$ cat src/verilog/sps_pkg.sv
`default_nettype none
package sps_pkg;
   // ==========================================
   // register map (byte addresses)
   localparam logic [7:0] SPS_OFS_SERIAL_CONTROL_STATUS = 8'h98;
   localparam logic [7:0] SPS_OFS_AUX_CTRL   = 8'hA0;
   localparam logic [7:0] SPS_OFS_RATE_DIV   = 8'hA4;
   localparam logic [7:0] SPS_OFS_TX_DATA    = 8'hA8;
   localparam logic [7:0] SPS_OFS_RX_DATA    = 8'hAC;
   localparam logic [7:0] SPS_OFS_IRQ_STATUS = 8'hB0;
   localparam logic [7:0] SPS_OFS_IRQ_CLEAR  = 8'hB4;
   localparam logic [7:0] SPS_OFS_IRQ_ENABLE = 8'hB8;

   // ==========================================
   // field positions
   localparam int SPS_SCS_ERR_MODE_HI = 7;
   localparam int SPS_SCS_MODE_LO     = 6;
   localparam int SPS_SCS_MULTIPROC   = 5;
   localparam int SPS_SCS_RX_ENABLE   = 4;
   localparam int SPS_SCS_TX_NINTH    = 3;
   localparam int SPS_SCS_RX_NINTH    = 2;
   localparam int SPS_SCS_TX_DONE     = 1;
   localparam int SPS_SCS_RX_DONE     = 0;
   localparam int SPS_AUX_ERR_VIEW    = 0;
   localparam int SPS_AUX_DOUBLE      = 1;
   localparam int SPS_AUX_RATE_FAST   = 2;
   localparam int SPS_IRQ_TX          = 0;
   localparam int SPS_IRQ_RX          = 1;
   localparam int SPS_IRQ_FE          = 2;

   // ==========================================
   // rate divisors and bit timing
   localparam int SPS_XTAL_DIV_SHIFT    = 12;
   localparam int SPS_XTAL_DIV_SHIFT_X2 = 6;
   localparam int SPS_XTAL_DIV_SLOW     = 64;
   localparam int SPS_XTAL_DIV_FAST     = 32;
   localparam int SPS_X2_FACTOR         = 2;
   localparam int SPS_SHIFT_TICKS       = 2;
   localparam int SPS_UART_TICKS        = 16;
   localparam logic [15:0] SPS_TDIV_SHIFT =
      16'(SPS_XTAL_DIV_SHIFT / SPS_SHIFT_TICKS);
   localparam logic [15:0] SPS_TDIV_SHIFT_X2 =
      16'(SPS_XTAL_DIV_SHIFT_X2 / SPS_SHIFT_TICKS);
   localparam logic [15:0] SPS_TDIV_SLOW =
      16'(SPS_XTAL_DIV_SLOW / SPS_UART_TICKS);
   localparam logic [15:0] SPS_TDIV_FAST =
      16'(SPS_XTAL_DIV_FAST / SPS_UART_TICKS);
   localparam logic [15:0] SPS_TDIV_SLOW_X2 =
      16'(SPS_XTAL_DIV_SLOW / SPS_X2_FACTOR / SPS_UART_TICKS);
   localparam logic [15:0] SPS_TDIV_FAST_X2 =
      16'(SPS_XTAL_DIV_FAST / SPS_X2_FACTOR / SPS_UART_TICKS);
   localparam logic [3:0] SPS_SHIFT_LAST_TICK = 4'(SPS_SHIFT_TICKS - 1);
   localparam logic [3:0] SPS_UART_LAST_TICK  = 4'(SPS_UART_TICKS - 1);
   localparam logic [3:0] SPS_UART_MID_TICK   = 4'h7;
   localparam logic [3:0] SPS_LAST_BIT_EIGHT  = 4'h7;
   localparam logic [3:0] SPS_LAST_BIT_NINE   = 4'h8;

   // ==========================================
   // types
   typedef enum logic [1:0]
   {
      SPS_MODE_SHIFT = 2'h0,
      SPS_MODE_UART8 = 2'h1,
      SPS_MODE_FIXED = 2'h2,
      SPS_MODE_UART9 = 2'h3
   } sps_mode_type;

   typedef enum logic [1:0]
   {
      SPS_IDLE  = 2'h0,
      SPS_START = 2'h1,
      SPS_DATA  = 2'h3,
      SPS_STOP  = 2'h2
   } sps_fsm_type;

   typedef struct packed {
      logic        mode_select_hi;
      logic        mode_select_lo;
      logic        multiproc_enable;
      logic        rx_enable;
      logic        tx_ninth_bit;
      logic        rx_ninth_bit;
      logic        tx_done_flag;
      logic        rx_done_flag;
      logic        frame_error_flag;
      logic        error_view_select;
      logic        double_speed_clocking;
      logic        rate_fast;
      logic [15:0] var_div;
      sps_fsm_type tx_st;
      logic [8:0]  tx_sh;
      logic [3:0]  tx_bit;
      logic [3:0]  tx_tk;
      sps_fsm_type rx_st;
      logic [8:0]  rx_sh;
      logic [3:0]  rx_bit;
      logic [3:0]  rx_tk;
      logic [7:0]  rx_buf;
      logic        rxd_was_low;
      logic        txd_low;
      logic        rxd_drive;
      logic        rxd_out;
      logic [2:0]  irq_st;
      logic [2:0]  irq_en;
      logic        ack;
      logic [31:0] dat;
   } sps_state_type;

   typedef struct packed {
      logic [15:0] cnt;
      logic        tick;
   } sps_rate_state_type;

   localparam sps_state_type      SPS_STATE_RESET = '0;
   localparam sps_rate_state_type SPS_RATE_RESET  = '0;
endpackage
`default_nettype wire

$ cat src/verilog/sps_sync2.sv
`default_nettype none
module sps_sync2
   import sps_pkg::*;
#(
   parameter logic RESET_VAL = 1'b1
)
(
   // clock and reset
   input  wire logic clk_i,
   input  wire logic rst_i,
   // asynchronous level in, synchronous level out
   input  wire logic d_i,
   output logic      q_o
);
   // ==========================================
   // two-stage synchroniser
   logic [1:0] stage_r;

   // first stage feeds only the second
   always_ff @(posedge clk_i)
   begin
      if (rst_i)
         stage_r <= {2{RESET_VAL}};
      else
         stage_r <= {stage_r[0], d_i};
   end

   assign q_o = stage_r[1];
endmodule
`default_nettype wire

$ cat src/verilog/sps_rate_gen.sv
`default_nettype none
module sps_rate_gen
   import sps_pkg::*;
(
   // clock and reset
   input  wire logic        clk_i,
   input  wire logic        rst_i,
   // divisor in system clocks, tick out
   input  wire logic [15:0] div_i,
   output logic             tick_o
);
   // ==========================================
   // free-running divider
   sps_rate_state_type r_r;
   sps_rate_state_type r_nxt;

   // one tick every div_i clocks, every clock when div_i is zero
   always_comb
   begin
      r_nxt      = r_r;
      r_nxt.tick = ({1'b0, r_r.cnt} + 17'h00001) >= {1'b0, div_i};
      r_nxt.cnt  = r_nxt.tick ? 16'h0000 : r_r.cnt + 16'h0001;
   end

   always_ff @(posedge clk_i)
   begin
      if (rst_i)
         r_r <= SPS_RATE_RESET;
      else
         r_r <= r_nxt;
   end

   assign tick_o = r_r.tick;
endmodule
`default_nettype wire

$ cat src/verilog/sps_serial_port.sv
// Functional notes
// A received frame whose stop bit is low sets the framing-error flag.
// The framing-error flag stays set until software writes it to zero.
// Bit 7 shows the framing-error flag when error view is on, else the high mode bit.
// The two mode bits pick shift register, 8-bit UART, fixed 9-bit or variable 9-bit.
// Shift mode runs at the crystal rate over 12, or over 6 at double speed.
// Fixed 9-bit mode runs at crystal over 64 or 32, halved at double speed.
// Multiprocessor enable gates reception on the ninth bit, or stop bit in 8-bit mode.
// Software keeps multiprocessor enable at zero in shift mode.
// In 9-bit modes the received ninth bit is loaded from every frame.
// In 8-bit mode the received ninth bit field takes the stop bit.
// Transmit done rises after bit 8 in shift mode, else when the stop bit begins.
// Software clears the done flags; the hardware never clears them.
// Frames are taken only while receive enable is one.
// In 9-bit modes the transmit ninth bit field is sent as the ninth bit.
// Receive done rises after bit 8 in shift mode, else mid stop bit.
//
// Implementation choice: the Wishbone slave port.
`default_nettype none
module sps_serial_port
   import sps_pkg::*;
(
   // clock and reset
   input  wire logic        clk_i,
   input  wire logic        rst_i,
   // wishbone slave
   input  wire logic        wb_cyc_i,
   input  wire logic        wb_stb_i,
   input  wire logic        wb_we_i,
   input  wire logic [3:0]  wb_sel_i,
   input  wire logic [7:0]  wb_adr_i,
   input  wire logic [31:0] wb_dat_i,
   output logic      [31:0] wb_dat_o,
   output logic             wb_ack_o,
   // serial pins
   input  wire logic        rxd_i,
   output logic             rxd_o,
   output logic             rxd_oe_o,
   output logic             txd_o,
   // interrupt
   output logic             irq_o
);
   // ==========================================
   // declarations
   sps_state_type s_r;
   sps_state_type s_nxt;
   sps_mode_type  mode;
   logic          rxd_sync;
   logic          tick;
   logic [15:0]   tick_div;
   logic          ninth;
   logic          shift;
   logic [3:0]    last_tick;
   logic [3:0]    last_bit;
   logic          req;
   logic          bus_wr;
   logic [7:0]    scs_rd;
   logic [8:0]    rx_shift_in;
   logic          tx_end;
   logic          rx_end;
   logic          rx_mid;
   logic          ninth_val;
   logic          tb8_sent_r;

   // ==========================================
   // decode of mode and bus strobes
   // mode bits decode
   assign mode      = sps_mode_type'({s_r.mode_select_hi, s_r.mode_select_lo});
   assign shift     = (mode == SPS_MODE_SHIFT);
   assign ninth     = s_r.mode_select_hi;
   assign last_tick = shift ? SPS_SHIFT_LAST_TICK : SPS_UART_LAST_TICK;
   assign last_bit  = ninth ? SPS_LAST_BIT_NINE : SPS_LAST_BIT_EIGHT;
   assign req       = wb_cyc_i & wb_stb_i;
   assign bus_wr    = req & wb_we_i & s_r.ack & wb_sel_i[0];
   assign tx_end    = tick & (s_r.tx_tk == last_tick);
   assign rx_end    = tick & (s_r.rx_tk == last_tick);
   assign rx_mid    = tick & (s_r.rx_tk == SPS_UART_MID_TICK);
   assign rx_shift_in = {rxd_sync, s_r.rx_sh[8:1]};
   assign ninth_val = ninth ? s_r.rx_sh[8] : rxd_sync;

   // ==========================================
   // bit-rate tick selection
   // fixed divisors
   always_comb
   begin
      case (mode)
         SPS_MODE_SHIFT:
            tick_div = s_r.double_speed_clocking ? SPS_TDIV_SHIFT_X2 : SPS_TDIV_SHIFT;
         SPS_MODE_FIXED:
         begin
            if (s_r.rate_fast)
               tick_div = s_r.double_speed_clocking ? SPS_TDIV_FAST_X2 : SPS_TDIV_FAST;
            else
               tick_div = s_r.double_speed_clocking ? SPS_TDIV_SLOW_X2 : SPS_TDIV_SLOW;
         end
         default:
            tick_div = s_r.var_div;
      endcase
   end

   sps_rate_gen u_rate
   (
      .clk_i  (clk_i),
      .rst_i  (rst_i),
      .div_i  (tick_div),
      .tick_o (tick)
   );

   sps_sync2 #(.RESET_VAL(1'b1)) u_rxd_sync
   (
      .clk_i (clk_i),
      .rst_i (rst_i),
      .d_i   (rxd_i),
      .q_o   (rxd_sync)
   );

   // ==========================================
   // serial control status read view
   // bit 7 multiplex
   always_comb
   begin
      scs_rd = 8'h00;
      scs_rd[SPS_SCS_ERR_MODE_HI] = s_r.error_view_select ? s_r.frame_error_flag
                                                          : s_r.mode_select_hi;
      scs_rd[SPS_SCS_MODE_LO]   = s_r.mode_select_lo;
      scs_rd[SPS_SCS_MULTIPROC] = s_r.multiproc_enable;
      scs_rd[SPS_SCS_RX_ENABLE] = s_r.rx_enable;
      scs_rd[SPS_SCS_TX_NINTH]  = s_r.tx_ninth_bit;
      scs_rd[SPS_SCS_RX_NINTH]  = s_r.rx_ninth_bit;
      scs_rd[SPS_SCS_TX_DONE]   = s_r.tx_done_flag;
      scs_rd[SPS_SCS_RX_DONE]   = s_r.rx_done_flag;
   end

   // ==========================================
   // next-state logic: bus first, engines after so hardware sets win
   always_comb
   begin
      s_nxt     = s_r;
      s_nxt.ack = req & ~s_r.ack;
      // read data captured as ack rises
      if (req & ~s_r.ack)
      begin
         case (wb_adr_i)
            SPS_OFS_SERIAL_CONTROL_STATUS: s_nxt.dat = {24'h000000, scs_rd};
            SPS_OFS_AUX_CTRL:   s_nxt.dat = {29'h00000000, s_r.rate_fast,
                                    s_r.double_speed_clocking, s_r.error_view_select};
            SPS_OFS_RATE_DIV:   s_nxt.dat = {16'h0000, s_r.var_div};
            SPS_OFS_RX_DATA:    s_nxt.dat = {24'h000000, s_r.rx_buf};
            SPS_OFS_IRQ_STATUS: s_nxt.dat = {29'h00000000, s_r.irq_st};
            SPS_OFS_IRQ_ENABLE: s_nxt.dat = {29'h00000000, s_r.irq_en};
            default:            s_nxt.dat = 32'h00000000;
         endcase
      end

      // register writes commit on the edge that sees ack
      if (bus_wr)
      begin
         case (wb_adr_i)
            SPS_OFS_SERIAL_CONTROL_STATUS:
            begin
               // bit 7 write target
               if (s_r.error_view_select)
                  s_nxt.frame_error_flag = wb_dat_i[SPS_SCS_ERR_MODE_HI];
               else
                  s_nxt.mode_select_hi = wb_dat_i[SPS_SCS_ERR_MODE_HI];
               s_nxt.mode_select_lo   = wb_dat_i[SPS_SCS_MODE_LO];
               s_nxt.multiproc_enable = wb_dat_i[SPS_SCS_MULTIPROC];
               s_nxt.rx_enable        = wb_dat_i[SPS_SCS_RX_ENABLE];
               s_nxt.tx_ninth_bit     = wb_dat_i[SPS_SCS_TX_NINTH];
               s_nxt.rx_ninth_bit     = wb_dat_i[SPS_SCS_RX_NINTH];
               s_nxt.tx_done_flag     = wb_dat_i[SPS_SCS_TX_DONE];
               s_nxt.rx_done_flag     = wb_dat_i[SPS_SCS_RX_DONE];
            end
            SPS_OFS_AUX_CTRL:
            begin
               s_nxt.error_view_select     = wb_dat_i[SPS_AUX_ERR_VIEW];
               s_nxt.double_speed_clocking = wb_dat_i[SPS_AUX_DOUBLE];
               s_nxt.rate_fast             = wb_dat_i[SPS_AUX_RATE_FAST];
            end
            SPS_OFS_RATE_DIV:
            begin
               s_nxt.var_div[7:0] = wb_dat_i[7:0];
               if (wb_sel_i[1])
                  s_nxt.var_div[15:8] = wb_dat_i[15:8];
            end
            SPS_OFS_TX_DATA:
            begin
               // loading data starts a frame; ignored while busy
               if (s_r.tx_st == SPS_IDLE)
               begin
                  s_nxt.tx_sh  = {s_r.tx_ninth_bit, wb_dat_i[7:0]};
                  s_nxt.tx_st  = shift ? SPS_DATA : SPS_START;
                  s_nxt.tx_tk  = 4'h0;
                  s_nxt.tx_bit = 4'h0;
               end
            end
            SPS_OFS_IRQ_CLEAR:  s_nxt.irq_st = s_r.irq_st & ~wb_dat_i[2:0];
            SPS_OFS_IRQ_ENABLE: s_nxt.irq_en = wb_dat_i[2:0];
            default: ;
         endcase
      end

      // transmit engine
      if (tick & (s_r.tx_st != SPS_IDLE))
         s_nxt.tx_tk = tx_end ? 4'h0 : s_r.tx_tk + 4'h1;
      if (tx_end)
      begin
         case (s_r.tx_st)
            SPS_START: s_nxt.tx_st = SPS_DATA;
            SPS_DATA:
            begin
               // ninth bit shifts out last
               s_nxt.tx_sh = {1'b0, s_r.tx_sh[8:1]};
               if (s_r.tx_bit == last_bit)
               begin
                  // transmit done timing
                  s_nxt.tx_done_flag       = 1'b1;
                  s_nxt.irq_st[SPS_IRQ_TX] = 1'b1;
                  s_nxt.tx_st = shift ? SPS_IDLE : SPS_STOP;
               end
               else
                  s_nxt.tx_bit = s_r.tx_bit + 4'h1;
            end
            SPS_STOP:  s_nxt.tx_st = SPS_IDLE;
            default: ;
         endcase
      end

      // receive engine
      if (tick & (s_r.rx_st != SPS_IDLE))
         s_nxt.rx_tk = rx_end ? 4'h0 : s_r.rx_tk + 4'h1;
      case (s_r.rx_st)
         SPS_IDLE:
         begin
            // start only when enabled
            if (s_r.rx_enable)
            begin
               if (shift)
               begin
                  if (~s_r.rx_done_flag & (s_r.tx_st == SPS_IDLE))
                  begin
                     s_nxt.rx_st  = SPS_DATA;
                     s_nxt.rx_tk  = 4'h0;
                     s_nxt.rx_bit = 4'h0;
                  end
               end
               else if (~s_r.rxd_was_low & ~rxd_sync)
               begin
                  s_nxt.rx_st = SPS_START;
                  s_nxt.rx_tk = 4'h0;
               end
            end
         end
         SPS_START:
         begin
            // glitch that is gone by mid start bit is dropped
            if (rx_mid & rxd_sync)
               s_nxt.rx_st = SPS_IDLE;
            else if (rx_end)
            begin
               s_nxt.rx_st  = SPS_DATA;
               s_nxt.rx_bit = 4'h0;
            end
         end
         SPS_DATA:
         begin
            if (shift ? rx_end : rx_mid)
               s_nxt.rx_sh = rx_shift_in;
            if (rx_end)
            begin
               if (s_r.rx_bit != last_bit)
                  s_nxt.rx_bit = s_r.rx_bit + 4'h1;
               else if (shift)
               begin
                  // shift mode done after bit 8
                  s_nxt.rx_buf             = rx_shift_in[8:1];
                  s_nxt.rx_done_flag       = 1'b1;
                  s_nxt.irq_st[SPS_IRQ_RX] = 1'b1;
                  s_nxt.rx_st              = SPS_IDLE;
               end
               else
                  s_nxt.rx_st = SPS_STOP;
            end
         end
         SPS_STOP:
         begin
            if (rx_mid)
            begin
               // bad stop bit
               if (~rxd_sync)
               begin
                  s_nxt.frame_error_flag   = 1'b1;
                  s_nxt.irq_st[SPS_IRQ_FE] = 1'b1;
               end
               // ninth bit or stop bit
               s_nxt.rx_ninth_bit = ninth_val;
               // multiprocessor gate, done mid stop
               if (~s_r.multiproc_enable | ninth_val)
               begin
                  s_nxt.rx_buf = ninth ? s_r.rx_sh[7:0] : s_r.rx_sh[8:1];
                  s_nxt.rx_done_flag       = 1'b1;
                  s_nxt.irq_st[SPS_IRQ_RX] = 1'b1;
               end
               s_nxt.rx_st = SPS_IDLE;
            end
         end
         default: s_nxt.rx_st = SPS_IDLE;
      endcase
      // disabling receive abandons a frame
      if (~s_r.rx_enable)
         s_nxt.rx_st = SPS_IDLE;
      s_nxt.rxd_was_low = ~rxd_sync;

      // pin levels follow the next state
      if (shift)
      begin
         s_nxt.rxd_drive = (s_nxt.tx_st == SPS_DATA);
         s_nxt.rxd_out   = s_nxt.tx_sh[0];
         s_nxt.txd_low   = ((s_nxt.tx_st == SPS_DATA) | (s_nxt.rx_st == SPS_DATA))
                           & (s_nxt.tx_st == SPS_DATA ? s_nxt.tx_tk == 4'h0
                                                       : s_nxt.rx_tk == 4'h0);
      end
      else
      begin
         s_nxt.rxd_drive = 1'b0;
         s_nxt.rxd_out   = 1'b0;
         s_nxt.txd_low   = (s_nxt.tx_st == SPS_START)
                           | ((s_nxt.tx_st == SPS_DATA) & ~s_nxt.tx_sh[0]);
      end
   end

   // ==========================================
   // state register
   always_ff @(posedge clk_i)
   begin
      if (rst_i)
         s_r <= SPS_STATE_RESET;
      else
         s_r <= s_nxt;
   end

   // outputs
   assign wb_dat_o = s_r.dat;
   assign wb_ack_o = s_r.ack;
   assign txd_o    = ~s_r.txd_low;
   assign rxd_o    = s_r.rxd_out;
   assign rxd_oe_o = s_r.rxd_drive;
   assign irq_o    = |(s_r.irq_st & s_r.irq_en);

   // ninth bit captured at frame start
   always_ff @(posedge clk_i)
   begin
      if (rst_i)
         tb8_sent_r <= 1'b0;
      else if (bus_wr & (wb_adr_i == SPS_OFS_TX_DATA) & (s_r.tx_st == SPS_IDLE))
         tb8_sent_r <= s_r.tx_ninth_bit;
   end
endmodule
`default_nettype wire

$ cat config.mk
export PLATFORM = sky130hd
export DESIGN_NAME = sps_serial_port
export DESIGN_NICKNAME = d
export VERILOG_FILES = /design/src/verilog/sps_pkg.sv /design/src/verilog/sps_sync2.sv /design/src/verilog/sps_rate_gen.sv /design/src/verilog/sps_serial_port.sv
export SDC_FILE = /design/constraint.sdc
export NUM_CORES = 1
export LEC_CHECK = 0
export ABC_AREA = 1
export BUFFER_PORTS_ARGS = -buffer_cell sky130_fd_sc_hd__buf_2
export CAP_MARGIN = 20
export CORE_MARGIN = 5
export CORE_UTILIZATION = 63
export CTS_CLUSTER_SIZE = 10
export DETAILED_ROUTE_END_ITERATION = 6
export PLACE_DENSITY = 0.86
export SKIP_LAST_GASP = 1
export SYNTH_ARGS = -nofsm -noshare
export SYNTH_HDL_FRONTEND = slang
export SYNTH_SLANG_ARGS = --single-unit
$ cat constraint.sdc
create_clock -name clk_i -period 4.3 [get_ports clk_i]
set_clock_uncertainty 0.2 [all_clocks]
set_input_delay 0.645 -clock clk_i [delete_from_list [all_inputs] [get_ports clk_i]]
set_output_delay 0.645 -clock clk_i [all_outputs]
set_load 0.1 [all_outputs]
==> flow_summary.json, run 1 <==
{
  "status": "finished, violations left",
  "violations": "DRC",
  "power_density_nw_per_um2": 396,
  "synth.area.top_cells": "dfxtp_1, nand2_1, nor2_1",
  "die_area_um2": 12400,
  "postCtsSetupRepairBufs": 0,
  "min_delay_path_depth": 2,
  "grt_pass1_vias": 5599,
  "reg2reg_from": "u_rate.r_r[1]",
  "area_growth_pct": 12.0,
  "vias": 6030,
  "cp.required_ns": 4.57,
  "synth_top_cell_by_area": "dfxtp_1",
  "cts.htree.levels": 4,
  "drive_above_1_share_pct": 14.4,
  "setup_viol": 0,
  "power_mw": 2.87,
  "r2r_slack_ns": 1.21,
  "ioPinCount": 87,
  "worstHoldStart": "rxd_i",
  "drt-vias-per-instance": 5.55,
  "critPathLaunchType": "flop",
  "grt.total_usage_pct": 25.3,
  "fillCellCount": 833,
  "place_hpwl_um": 10900,
  "first_pass_iters": 7,
  "yosys-top-cells-count": "nand2_1, dfxtp_1, nor2_1",
  "cts_buffer_depth": 2,
  "routed_wl_um": 15400,
  "cts-root-buf": "clkbuf_8",
  "async_flop_share_pct": 0,
  "route.detailed.wl_per_inst_um": 14.2,
  "drc": 5,
  "multi_input_area_um2": 3320,
  "initial_core_util_pct": 63.4,
  "core_um2": 10200,
  "ant_nets": 0,
  "netlist_area_um2": 6460,
  "cap_viol_max_count": 0,
  "tns_ns": 0,
  "synth_edf_count": 0,
  "portBuffers": 52,
  "cp.arrival_ns": 3.35,
  "synthDistinctLibCells": 53,
  "synthFlopType": "dfxtp_1",
  "hold_buffers": 0,
  "cts_tree": "yes",
  "rows": 37,
  "synth.most_common_cell": "nand2_1",
  "grt_pass1_wl_um": 25800,
  "synth_top_cell_area_share_pct": 37.2,
  "hold_viol": 0,
  "antenna_found_initial": 0,
  "worst_pin_slew_ns": 0.793,
  "numCtsBuffers": 17,
  "avgSynthCellArea_um2": 7.12,
  "worst_skew_pair.late_latency_ns": 0.53,
  "fin_crit_ns": 3.09,
  "die_width_um": 111,
  "ys_warn_count": 0,
  "endpoint_kind": "flop",
  "worst-path-max-fanout": 16,
  "cts_sinks": 120,
  "seq_area_um2": 2400,
  "die_height_um": 111,
  "fin_crit_sh_pct": 71.8,
  "gp_congestion": 0.930,
  "clkSlewWorstSetupHoldPaths_ns": 0.06,
  "p_leak_nw": 3.06,
  "cts_resized": 0,
  "ys_seq_area_share_pct": 37.2,
  "ff2ff_path_depth": 17,
  "timing.hold.ws_ns": 0.102,
  "maxSlewViolCount": 0,
  "gr-total-overflow": 0,
  "hold_path.class": "input port to flop",
  "synthCells": 907,
  "antennaDiodeCount": 0,
  "initialDrtViolationCount": 665,
  "grt_max_degree": 59,
  "fin_nets": 1012,
  "rsz0062_at_grt": "no",
  "ir_drop_v": 0.000241,
  "critPathKind": "flop to flop",
  "fmax_mhz": 324,
  "synth-seq-cells": 120,
  "worstSetupStartpoint": "u_rate.r_r[1]",
  "slew-limit-headroom_pct": 47.1
}
cells by family after synthesis:
family	share of synthesized area [%]
AND/OR/NAND/NOR	27.2
AO/OA/AOI/OAI	17.3
buffers and inverters	12.2
flip-flops	37.2
adder cells (fa/ha/maj)	4.45
XOR/XNOR	1.49
other	0.0580
sequential cells by signal, indices dropped and copies added, names as in the netlist:
signal / cells
u_rate.tick_o: 1
wb_dat_o: 16
wb_ack_o: 1
s_r: 72
ninth: 1
rx_shift_in: 8
mode: 1
u_rate.r_r: 16
rxd_oe_o: 1
u_rxd_sync.stage_r: 2
rxd_o: 1
final timing paths:
check                          endpoint
hold / removal    u_rxd_sync.stage_r[0]
setup reg to reg         u_rate.r_r[15]
hold reg to reg   u_rxd_sync.stage_r[1]
setup / recovery         u_rate.r_r[15]
metal layers:
| layer | vias to the layer above | track usage, % | wire (µm) |
|---|---|---|---|
| met5 | - | 0 | 0 |
| met4 | 0 | 13.4 | 601 |
| met3 | 44 | 5.68 | 1040 |
| met2 | 230 | 41.2 | 7260 |
| met1 | 2753 | 31.1 | 6530 |
| li1 | 3003 | - | - |
cells in the final DEF, fill, tap and decap left out, types with 5 or more instances in the layout:
cell,n
conb_1,16
o22ai_1,8
o21ai_1,8
o21ai_0,63
ha_1,23
buf_2,52
a211oi_1,5
clkbuf_16,16
a21oi_1,77
nand4_1,5
inv_1,96
xor2_1,8
nand3_1,37
buf_4,5
bufinv_16,5
nand2_2,5
nor3_1,24
o221ai_1,6
a31oi_1,9
nand3_2,6
inv_2,9
nor2_2,9
dfxtp_1,120
nand2_1,167
nor2_1,116
final cells by class:
| cell class | instances | share of cell area, % |
|---|---|---|
| sequential | 120 | 33.2 |
| inverter | 108 | 5.67 |
| clock buffer | 22 | 6.40 |
| timing repair buffer | 57 | 4.11 |
| tap | 136 | 2.35 |
| clock inverter | 9 | 2.35 |
| multi-input combinational | 635 | 45.9 |
where the power goes:
| group | internal [mW] | total (mW) | switching, mW |
|---|---|---|---|
| sequential | 1.12 | 1.14 | 0.0106 |
| combinational | 0.0420 | 0.199 | 0.157 |
| clock | 1.04 | 1.53 | 0.494 |
| total | 2.21 | 2.87 | 0.662 |
per-stage QoR:
stage / cells / cell area, µm² / setup WS, ns / util [%]
detailed placement: 1056 / 6610 / 1.24 / 64.9
global route: 1087 / 7240 / 0.879 / 71.1
CTS: 1087 / 7240 / 1.20 / 71.1
finish: 1087 / 7240 / 1.21 / 71.1
floorplan: 922 / 6520 / 1.49 / -
global placement: 1056 / 6610 / 1.30 / 64.9
worst max-delay path, stage by stage (launching register included):
cell and delay (ns):
dfxtp_1 0.38, ha_1 0.21, nand3_2 0.11, nor2_1 0.10, nand2_1 0.10, nor2_2 0.15, nand4_2 0.13, nor2_2 0.14
xor2_1 0.21, ha_1 0.29, a21oi_1 0.15, o21a_1 0.14, nand3_1 0.08, nand2_1 0.06, nand3_1 0.11, a21boi_4 0.18
nand2_4 0.14, nor2_1 0.12
(Power assumes the default switching activity.)
==> run 2, diff against run 1 <==
Settings changed: ABC_AREA 1 to 0, CORE_UTILIZATION 63 to 52, PLACE_DENSITY 0.86 to 0.76.
Clock period 4.3 ns to 2.5 ns, I/O delays scaled along.
==> flow_summary.json, run 2 <==
{
  "antennaDiodeCount": 0,
  "cts_sinks": 120,
  "initialDrtViolationCount": 457,
  "power_mw": 5.16,
  "grt_pass1_wl_um": 28600,
  "crit_buf_inv": 0,
  "gp_congestion": 0.899,
  "dpl.cell_count": 974,
  "fmax_mhz": 339,
  "final_common_cell": "dfxtp_1",
  "instances_no_fill": 1021,
  "cts_tree": "yes",
  "portBuffers": 52,
  "avgSynthCellArea_um2": 8.45,
  "die_width_um": 121,
  "drt-vias-per-instance": 5.93,
  "grt.total_usage_pct": 24.4,
  "drc": 0,
  "synth_top_cell_by_area": "dfxtp_1",
  "violations": "setup timing",
  "clkSlewWorstSetupHoldPaths_ns": 0.06,
  "fin_nets": 934,
  "synthDistinctLibCells": 76,
  "ir_drop_v": 0.000340,
  "synthCells": 757,
  "initial_core_util_pct": 53.3,
  "largest_register_ffs": 72,
  "synth_edf_count": 0,
  "cp.depth": 11,
  "core_um2": 12000,
  "worst-path-max-fanout": 8,
  "rsz0062_at_grt": "yes",
  "ys_seq_area_share_pct": 37.6,
  "cap_viol_max_count": 0,
  "cp_top_family": "compound AO/OA/AOI/OAI gates",
  "ff2ff_path_depth": 11,
  "setup_viol": 17,
  "numCtsBuffers": 17,
  "critPathKind": "flop to flop",
  "cts_buffer_depth": 2,
  "tns_ns": -7.12,
  "async_flop_share_pct": 0,
  "ioPinCount": 87,
  "drive_above_1_share_pct": 25.7,
  "place_hpwl_um": 12200,
  "cts-root-buf": "clkbuf_16",
  "cp_cell_sequence": "ha_4 > nand3_4 > nor2_1 > xor2_1 > ha_1 > a21o_1 > a21o_1 > a221oi_1 > o21a_2 > o221ai_4 > nor3b_2",
  "die_height_um": 121,
  "p_leak_nw": 3.41,
  "worst_pin_slew_ns": 0.581,
  "grt_max_degree": 39,
  "slew-limit-headroom_pct": 61.0,
  "synthFlopType": "dfxtp_1",
  "largest_register": "s_r",
  "hold_path.class": "input port to flop",
  "finalWorstSetupSlack_ns": -0.450,
  "vias": 6053,
  "synth.area.top_cells": "dfxtp_1, mux2i_1, nand2_1",
  "min_delay_path_depth": 3,
  "synth.most_common_cell": "dfxtp_1",
  "fin_crit_ns": 2.95,
  "hold_viol": 0,
  "mostFrequentLayoutCells": "dfxtp_1, nand2_1, nor2_1",
  "ant_nets": 0,
  "grt_pass1_vias": 5981,
  "worst_skew_pair.late_latency_ns": 0.42,
  "max_stage_delay_ns": 0.37,
  "timing.hold.ws_ns": 0.0452,
  "die_area_um2": 14600,
  "synth_top_cell_area_share_pct": 37.6,
  "route.detailed.wl_per_inst_um": 16.9,
  "power_density_nw_per_um2": 633,
  "yosys-top-cells-count": "dfxtp_1, nand2_1, nor2_1",
  "crit_top_cell": "a21o_1",
  "cp.arrival_ns": 3.09,
  "antenna_found_initial": 0,
  "dpl_worst_slack_ns": -0.534,
  "routed_wl_um": 17200,
  "gr-total-overflow": 0,
  "maxSlewViolCount": 0,
  "netlist_area_um2": 6400,
  "area_growth_pct": 27.5,
  "synth-seq-cells": 120,
  "fillCellCount": 937,
  "fin_crit_sh_pct": 118,
  "rows": 40,
  "endpoint_kind": "flop",
  "ys_warn_count": 0,
  "slowest_stage": "dfxtp_4",
  "cts.htree.levels": 4,
  "cp.required_ns": 2.64,
  "first_pass_iters": 5,
  "critPathLaunchType": "flop",
  "status": "finished, violations left"
}
==> run 2: per-layer routing <==
| layer | up-vias | GRT usage, % | wire length, µm |
|---|---|---|---|
| li1 | 2863 | - | - |
| met1 | 2910 | 29.0 | 7130 |
| met2 | 218 | 41.0 | 8470 |
| met3 | 62 | 6.53 | 1050 |
| met4 | 0 | 11.6 | 567 |
| met5 | - | 0 | 0 |
==> run 2: worst paths after layout <==
kind / from / end / slack (ns)
worst max-delay path: u_rate.r_r[1] / u_rate.r_r[2] / -0.45
worst min-delay path: wb_dat_i[7] / s_r[96] / 0.05
worst max register to register: u_rate.r_r[1] / u_rate.r_r[2] / -0.45
worst min register to register: u_rxd_sync.stage_r[0] / u_rxd_sync.stage_r[1] / 0.23
==> run 2: layout make-up <==
class                   instances  area, µm²  share of cell area (%)
flip-flops and latches        120       2420                    29.7
well taps                     147        184                    2.26
multi-input cells             572       3860                    47.3
repair buffers                138        952                    11.7
clock buffers                  18        450                    5.52
inverters                      12       45.0                   0.552
clock inverters                14        244                    2.99
==> run 2: metrics by stage <==
step / util (%) / area, µm²
after floorplan: - / 6610
after global placement: 59.9 / 7200
after detailed placement: 59.9 / 7200
after CTS: 67.2 / 8070
after global routing: 67.9 / 8150
final: 67.9 / 8150
==> run 2: where the power goes <==
part | total [mW] | switching [mW] | internal, mW
Sequential | 1.95 | 0.0202 | 1.93
Combinational | 0.364 | 0.259 | 0.106
Clock | 2.85 | 0.916 | 1.93
Total | 5.16 | 1.20 | 3.97
==> run 2: repair_timing <==
item,in CTS,in global routing
gates resized for setup,11,14
setup endpoints to repair,37,34
gates cloned,1,1
pin swaps,7,9
endpoints found under the hold margin,9,0
setup buffers,3,1
hold buffers,9,0
==> run 2: worst reg2reg max path: stages (launching register included) <==
cell and delay [ns]:
dfxtp_4 0.37, ha_4 0.15, nand3_4 0.12, nor2_1 0.17
xor2_1 0.28, ha_1 0.29, a21o_1 0.16, a21o_1 0.17
a221oi_1 0.24, o21a_2 0.24, o221ai_4 0.23, nor3b_2 0.23
==> run 2: cells by family (layout without fill, tap and decap cells) <==
group	count (synthesis)	in the layout	synth area share, %
compound gates	152	153	15.6
xor+xnor	21	21	2.87
fa+ha+maj	23	23	4.50
buf+inv	82	182	6.90
flops	120	120	37.6
mux	55	55	8.66
other cells	1	16	0.0586
simple gates	303	304	23.8
==> run 3, diff against run 2 <==
Settings changed: BUFFER_PORTS_ARGS -buffer_cell sky130_fd_sc_hd__buf_2 to -buffer_cell sky130_fd_sc_hd__buf_4.
==> flow_summary.json, run 3 (synthesis gave the netlist of run 2 again) <==
{
  "gr-total-overflow": 0,
  "worst_skew_pair.late_latency_ns": 0.42,
  "ioPinCount": 87,
  "place_hpwl_um": 11900,
  "slew-limit-headroom_pct": 59.8,
  "maxSlewViolCount": 0,
  "antennaDiodeCount": 0,
  "seq_power_share_pct": 40.9,
  "gp_congestion": 0.966,
  "core_um2": 12000,
  "swShare_pct": 25.1,
  "drt-vias-per-instance": 5.85,
  "worst-path-max-fanout": 8,
  "grt_max_degree": 48,
  "die_width_um": 121,
  "placed_cell_area_um2": 7300,
  "routed_wl_um": 17300,
  "initial_core_util_pct": 53.3,
  "largest_register": "s_r",
  "cts_sinks": 120,
  "critPathLaunchType": "flop",
  "critPathKind": "flop to flop",
  "combPwrFrac_pct": 8.4,
  "fin_crit_sh_pct": 121,
  "worst_pin_slew_ns": 0.599,
  "fin_nets": 940,
  "drive_above_1_share_pct": 26.8,
  "die_area_um2": 14600,
  "vias": 6011,
  "status": "finished, violations left",
  "cp.arrival_ns": 3.15,
  "internal_power_mw": 3.56,
  "power_mw": 4.76,
  "design_area_um2": 8260,
  "endpoint": "u_rate.r_r[4]",
  "r2r-end": "u_rate.r_r[4]",
  "timing.hold.ws_ns": 0.00773,
  "cts_tree": "yes",
  "first_pass_iters": 7,
  "grt.total_usage_pct": 23.7,
  "reg2reg_from": "u_rate.r_r[2]",
  "post-route-util_pct": 68.7,
  "route.detailed.wl_per_inst_um": 16.9,
  "worstSetupStartpoint": "u_rate.r_r[2]",
  "initialDrtViolationCount": 436,
  "ff2ff_path_depth": 13,
  "violations": "DRC, setup timing",
  "die_height_um": 121,
  "cp.required_ns": 2.64,
  "largest_register_ffs": 72,
  "mostFrequentLayoutCells": "buf_4, dfxtp_1, nand2_1",
  "fmax_mhz": 332,
  "finalWorstSetupSlack_ns": -0.515,
  "numCtsBuffers": 17,
  "grt_pass1_vias": 5764,
  "endpoint_kind": "flop",
  "cts.htree.levels": 4,
  "grt_pass1_wl_um": 28100,
  "p_leak_nw": 3.45,
  "dpl_worst_slack_ns": -0.515,
  "hold_viol": 0,
  "cap_viol_max_count": 0,
  "clkSlewWorstSetupHoldPaths_ns": 0.05,
  "drc": 6,
  "antenna_found_initial": 0,
  "setup_viol": 17,
  "min_delay_path_depth": 3,
  "ir_drop_v": 0.000541,
  "cts-root-buf": "clkbuf_16",
  "fin_crit_ns": 3.02,
  "p_sw_mw": 1.20,
  "hold_path.class": "input port to flop",
  "worstHoldStart": "wb_dat_i[13]",
  "power_density_nw_per_um2": 576,
  "r2r_slack_ns": -0.52,
  "rows": 40,
  "final_common_cell": "buf_4",
  "ant_nets": 0,
  "rsz0062_at_grt": "yes",
  "fillCellCount": 913,
  "area_growth_pct": 29.0,
  "clock_power_share_pct": 50.7,
  "cts_buffer_depth": 2,
  "portBuffers": 52
}
-- run 3: cell types whose count changed in the layout (fill, tap and decap cells not counted), moves of 3 or more --
| cell | before | now |
|---|---|---|
| buf_4 | 73 | 132 |
| buf_2 | 52 | 1 |
| bufinv_16 | 6 | 2 |
| dlygate4sd3_1 | 9 | 6 |
| nor3b_2 | 10 | 7 |
| nor3b_4 | 0 | 3 |
-- run 3: worst min path at each step --
| stage | slack (ns) | to |
|---|---|---|
| floorplan | 0.19 | u_rxd_sync.stage_r[1] |
| global placement | 0.20 | u_rxd_sync.stage_r[1] |
| detailed placement | 0.20 | u_rxd_sync.stage_r[1] |
| CTS | 0.0007 | s_r[102] |
| global route | 0.007 | s_r[102] |
| finish | 0.008 | s_r[102] |
-- run 3: worst max-delay path, stage by stage, from the launching register on --
cell and delay [ns]:
dfxtp_2 0.35, buf_6 0.10, nand4_1 0.18, nor3_2 0.26, nand3_2 0.15, xnor2_2 0.17, ha_1 0.31, nand4_1 0.16
nor3_1 0.08, a221oi_2 0.23, o21a_2 0.26, o221ai_4 0.14, buf_12 0.18, nor3b_4 0.18
-- run 3: repair_timing --
action,CTS,global route
buffers inserted,8,10
cloned,1,1
pin swaps,23,20
gates resized for setup,17,12
setup endpoints to repair,37,37
hold buffers,6,0
hold endpoints to repair,6,0
-- run 3: area by class of cell --
class / instances / area (µm²) / area share [%]
clock buffer: 18 / 439 / 5.32
clock inverter: 14 / 150 / 1.82
inverter: 12 / 45.0 / 0.546
multi-input combinational: 572 / 3890 / 47.1
sequential: 120 / 2420 / 29.3
tap: 147 / 184 / 2.23
timing repair buffer: 144 / 1130 / 13.7
-- run 3: power by group through the flow --
stage          clock network, mW  registers (mW)  logic (mW)
5_1_grt                     2.55            1.95       0.423
2_1_floorplan                  0            1.99       0.262
3_5_place_dp                   0            1.99       0.347
6_report                    2.41            1.94       0.400
3_3_place_gp                   0            1.99       0.340
4_1_cts                     2.44            1.95       0.387
-- run 3: per-stage QoR --
step	TNS, ns	instances
after floorplan	-3.26	772
after global placement	-6.62	970
after detailed placement	-8.99	970
after CTS	-5.61	1017
after global routing	-11.16	1027
final	-7.84	1027
-- run 3: routing by layer --
layer  wire (µm)  global-route usage [%]  up-vias  part of all wire (%)
li1            -                       -     2887                     -
met1        7340                    29.3     2900                    42
met2        8600                    39.9      190                    50
met3         939                    4.94       34                   5.4
met4         454                    9.84        0                   2.6
met5           0                       0        -                     0
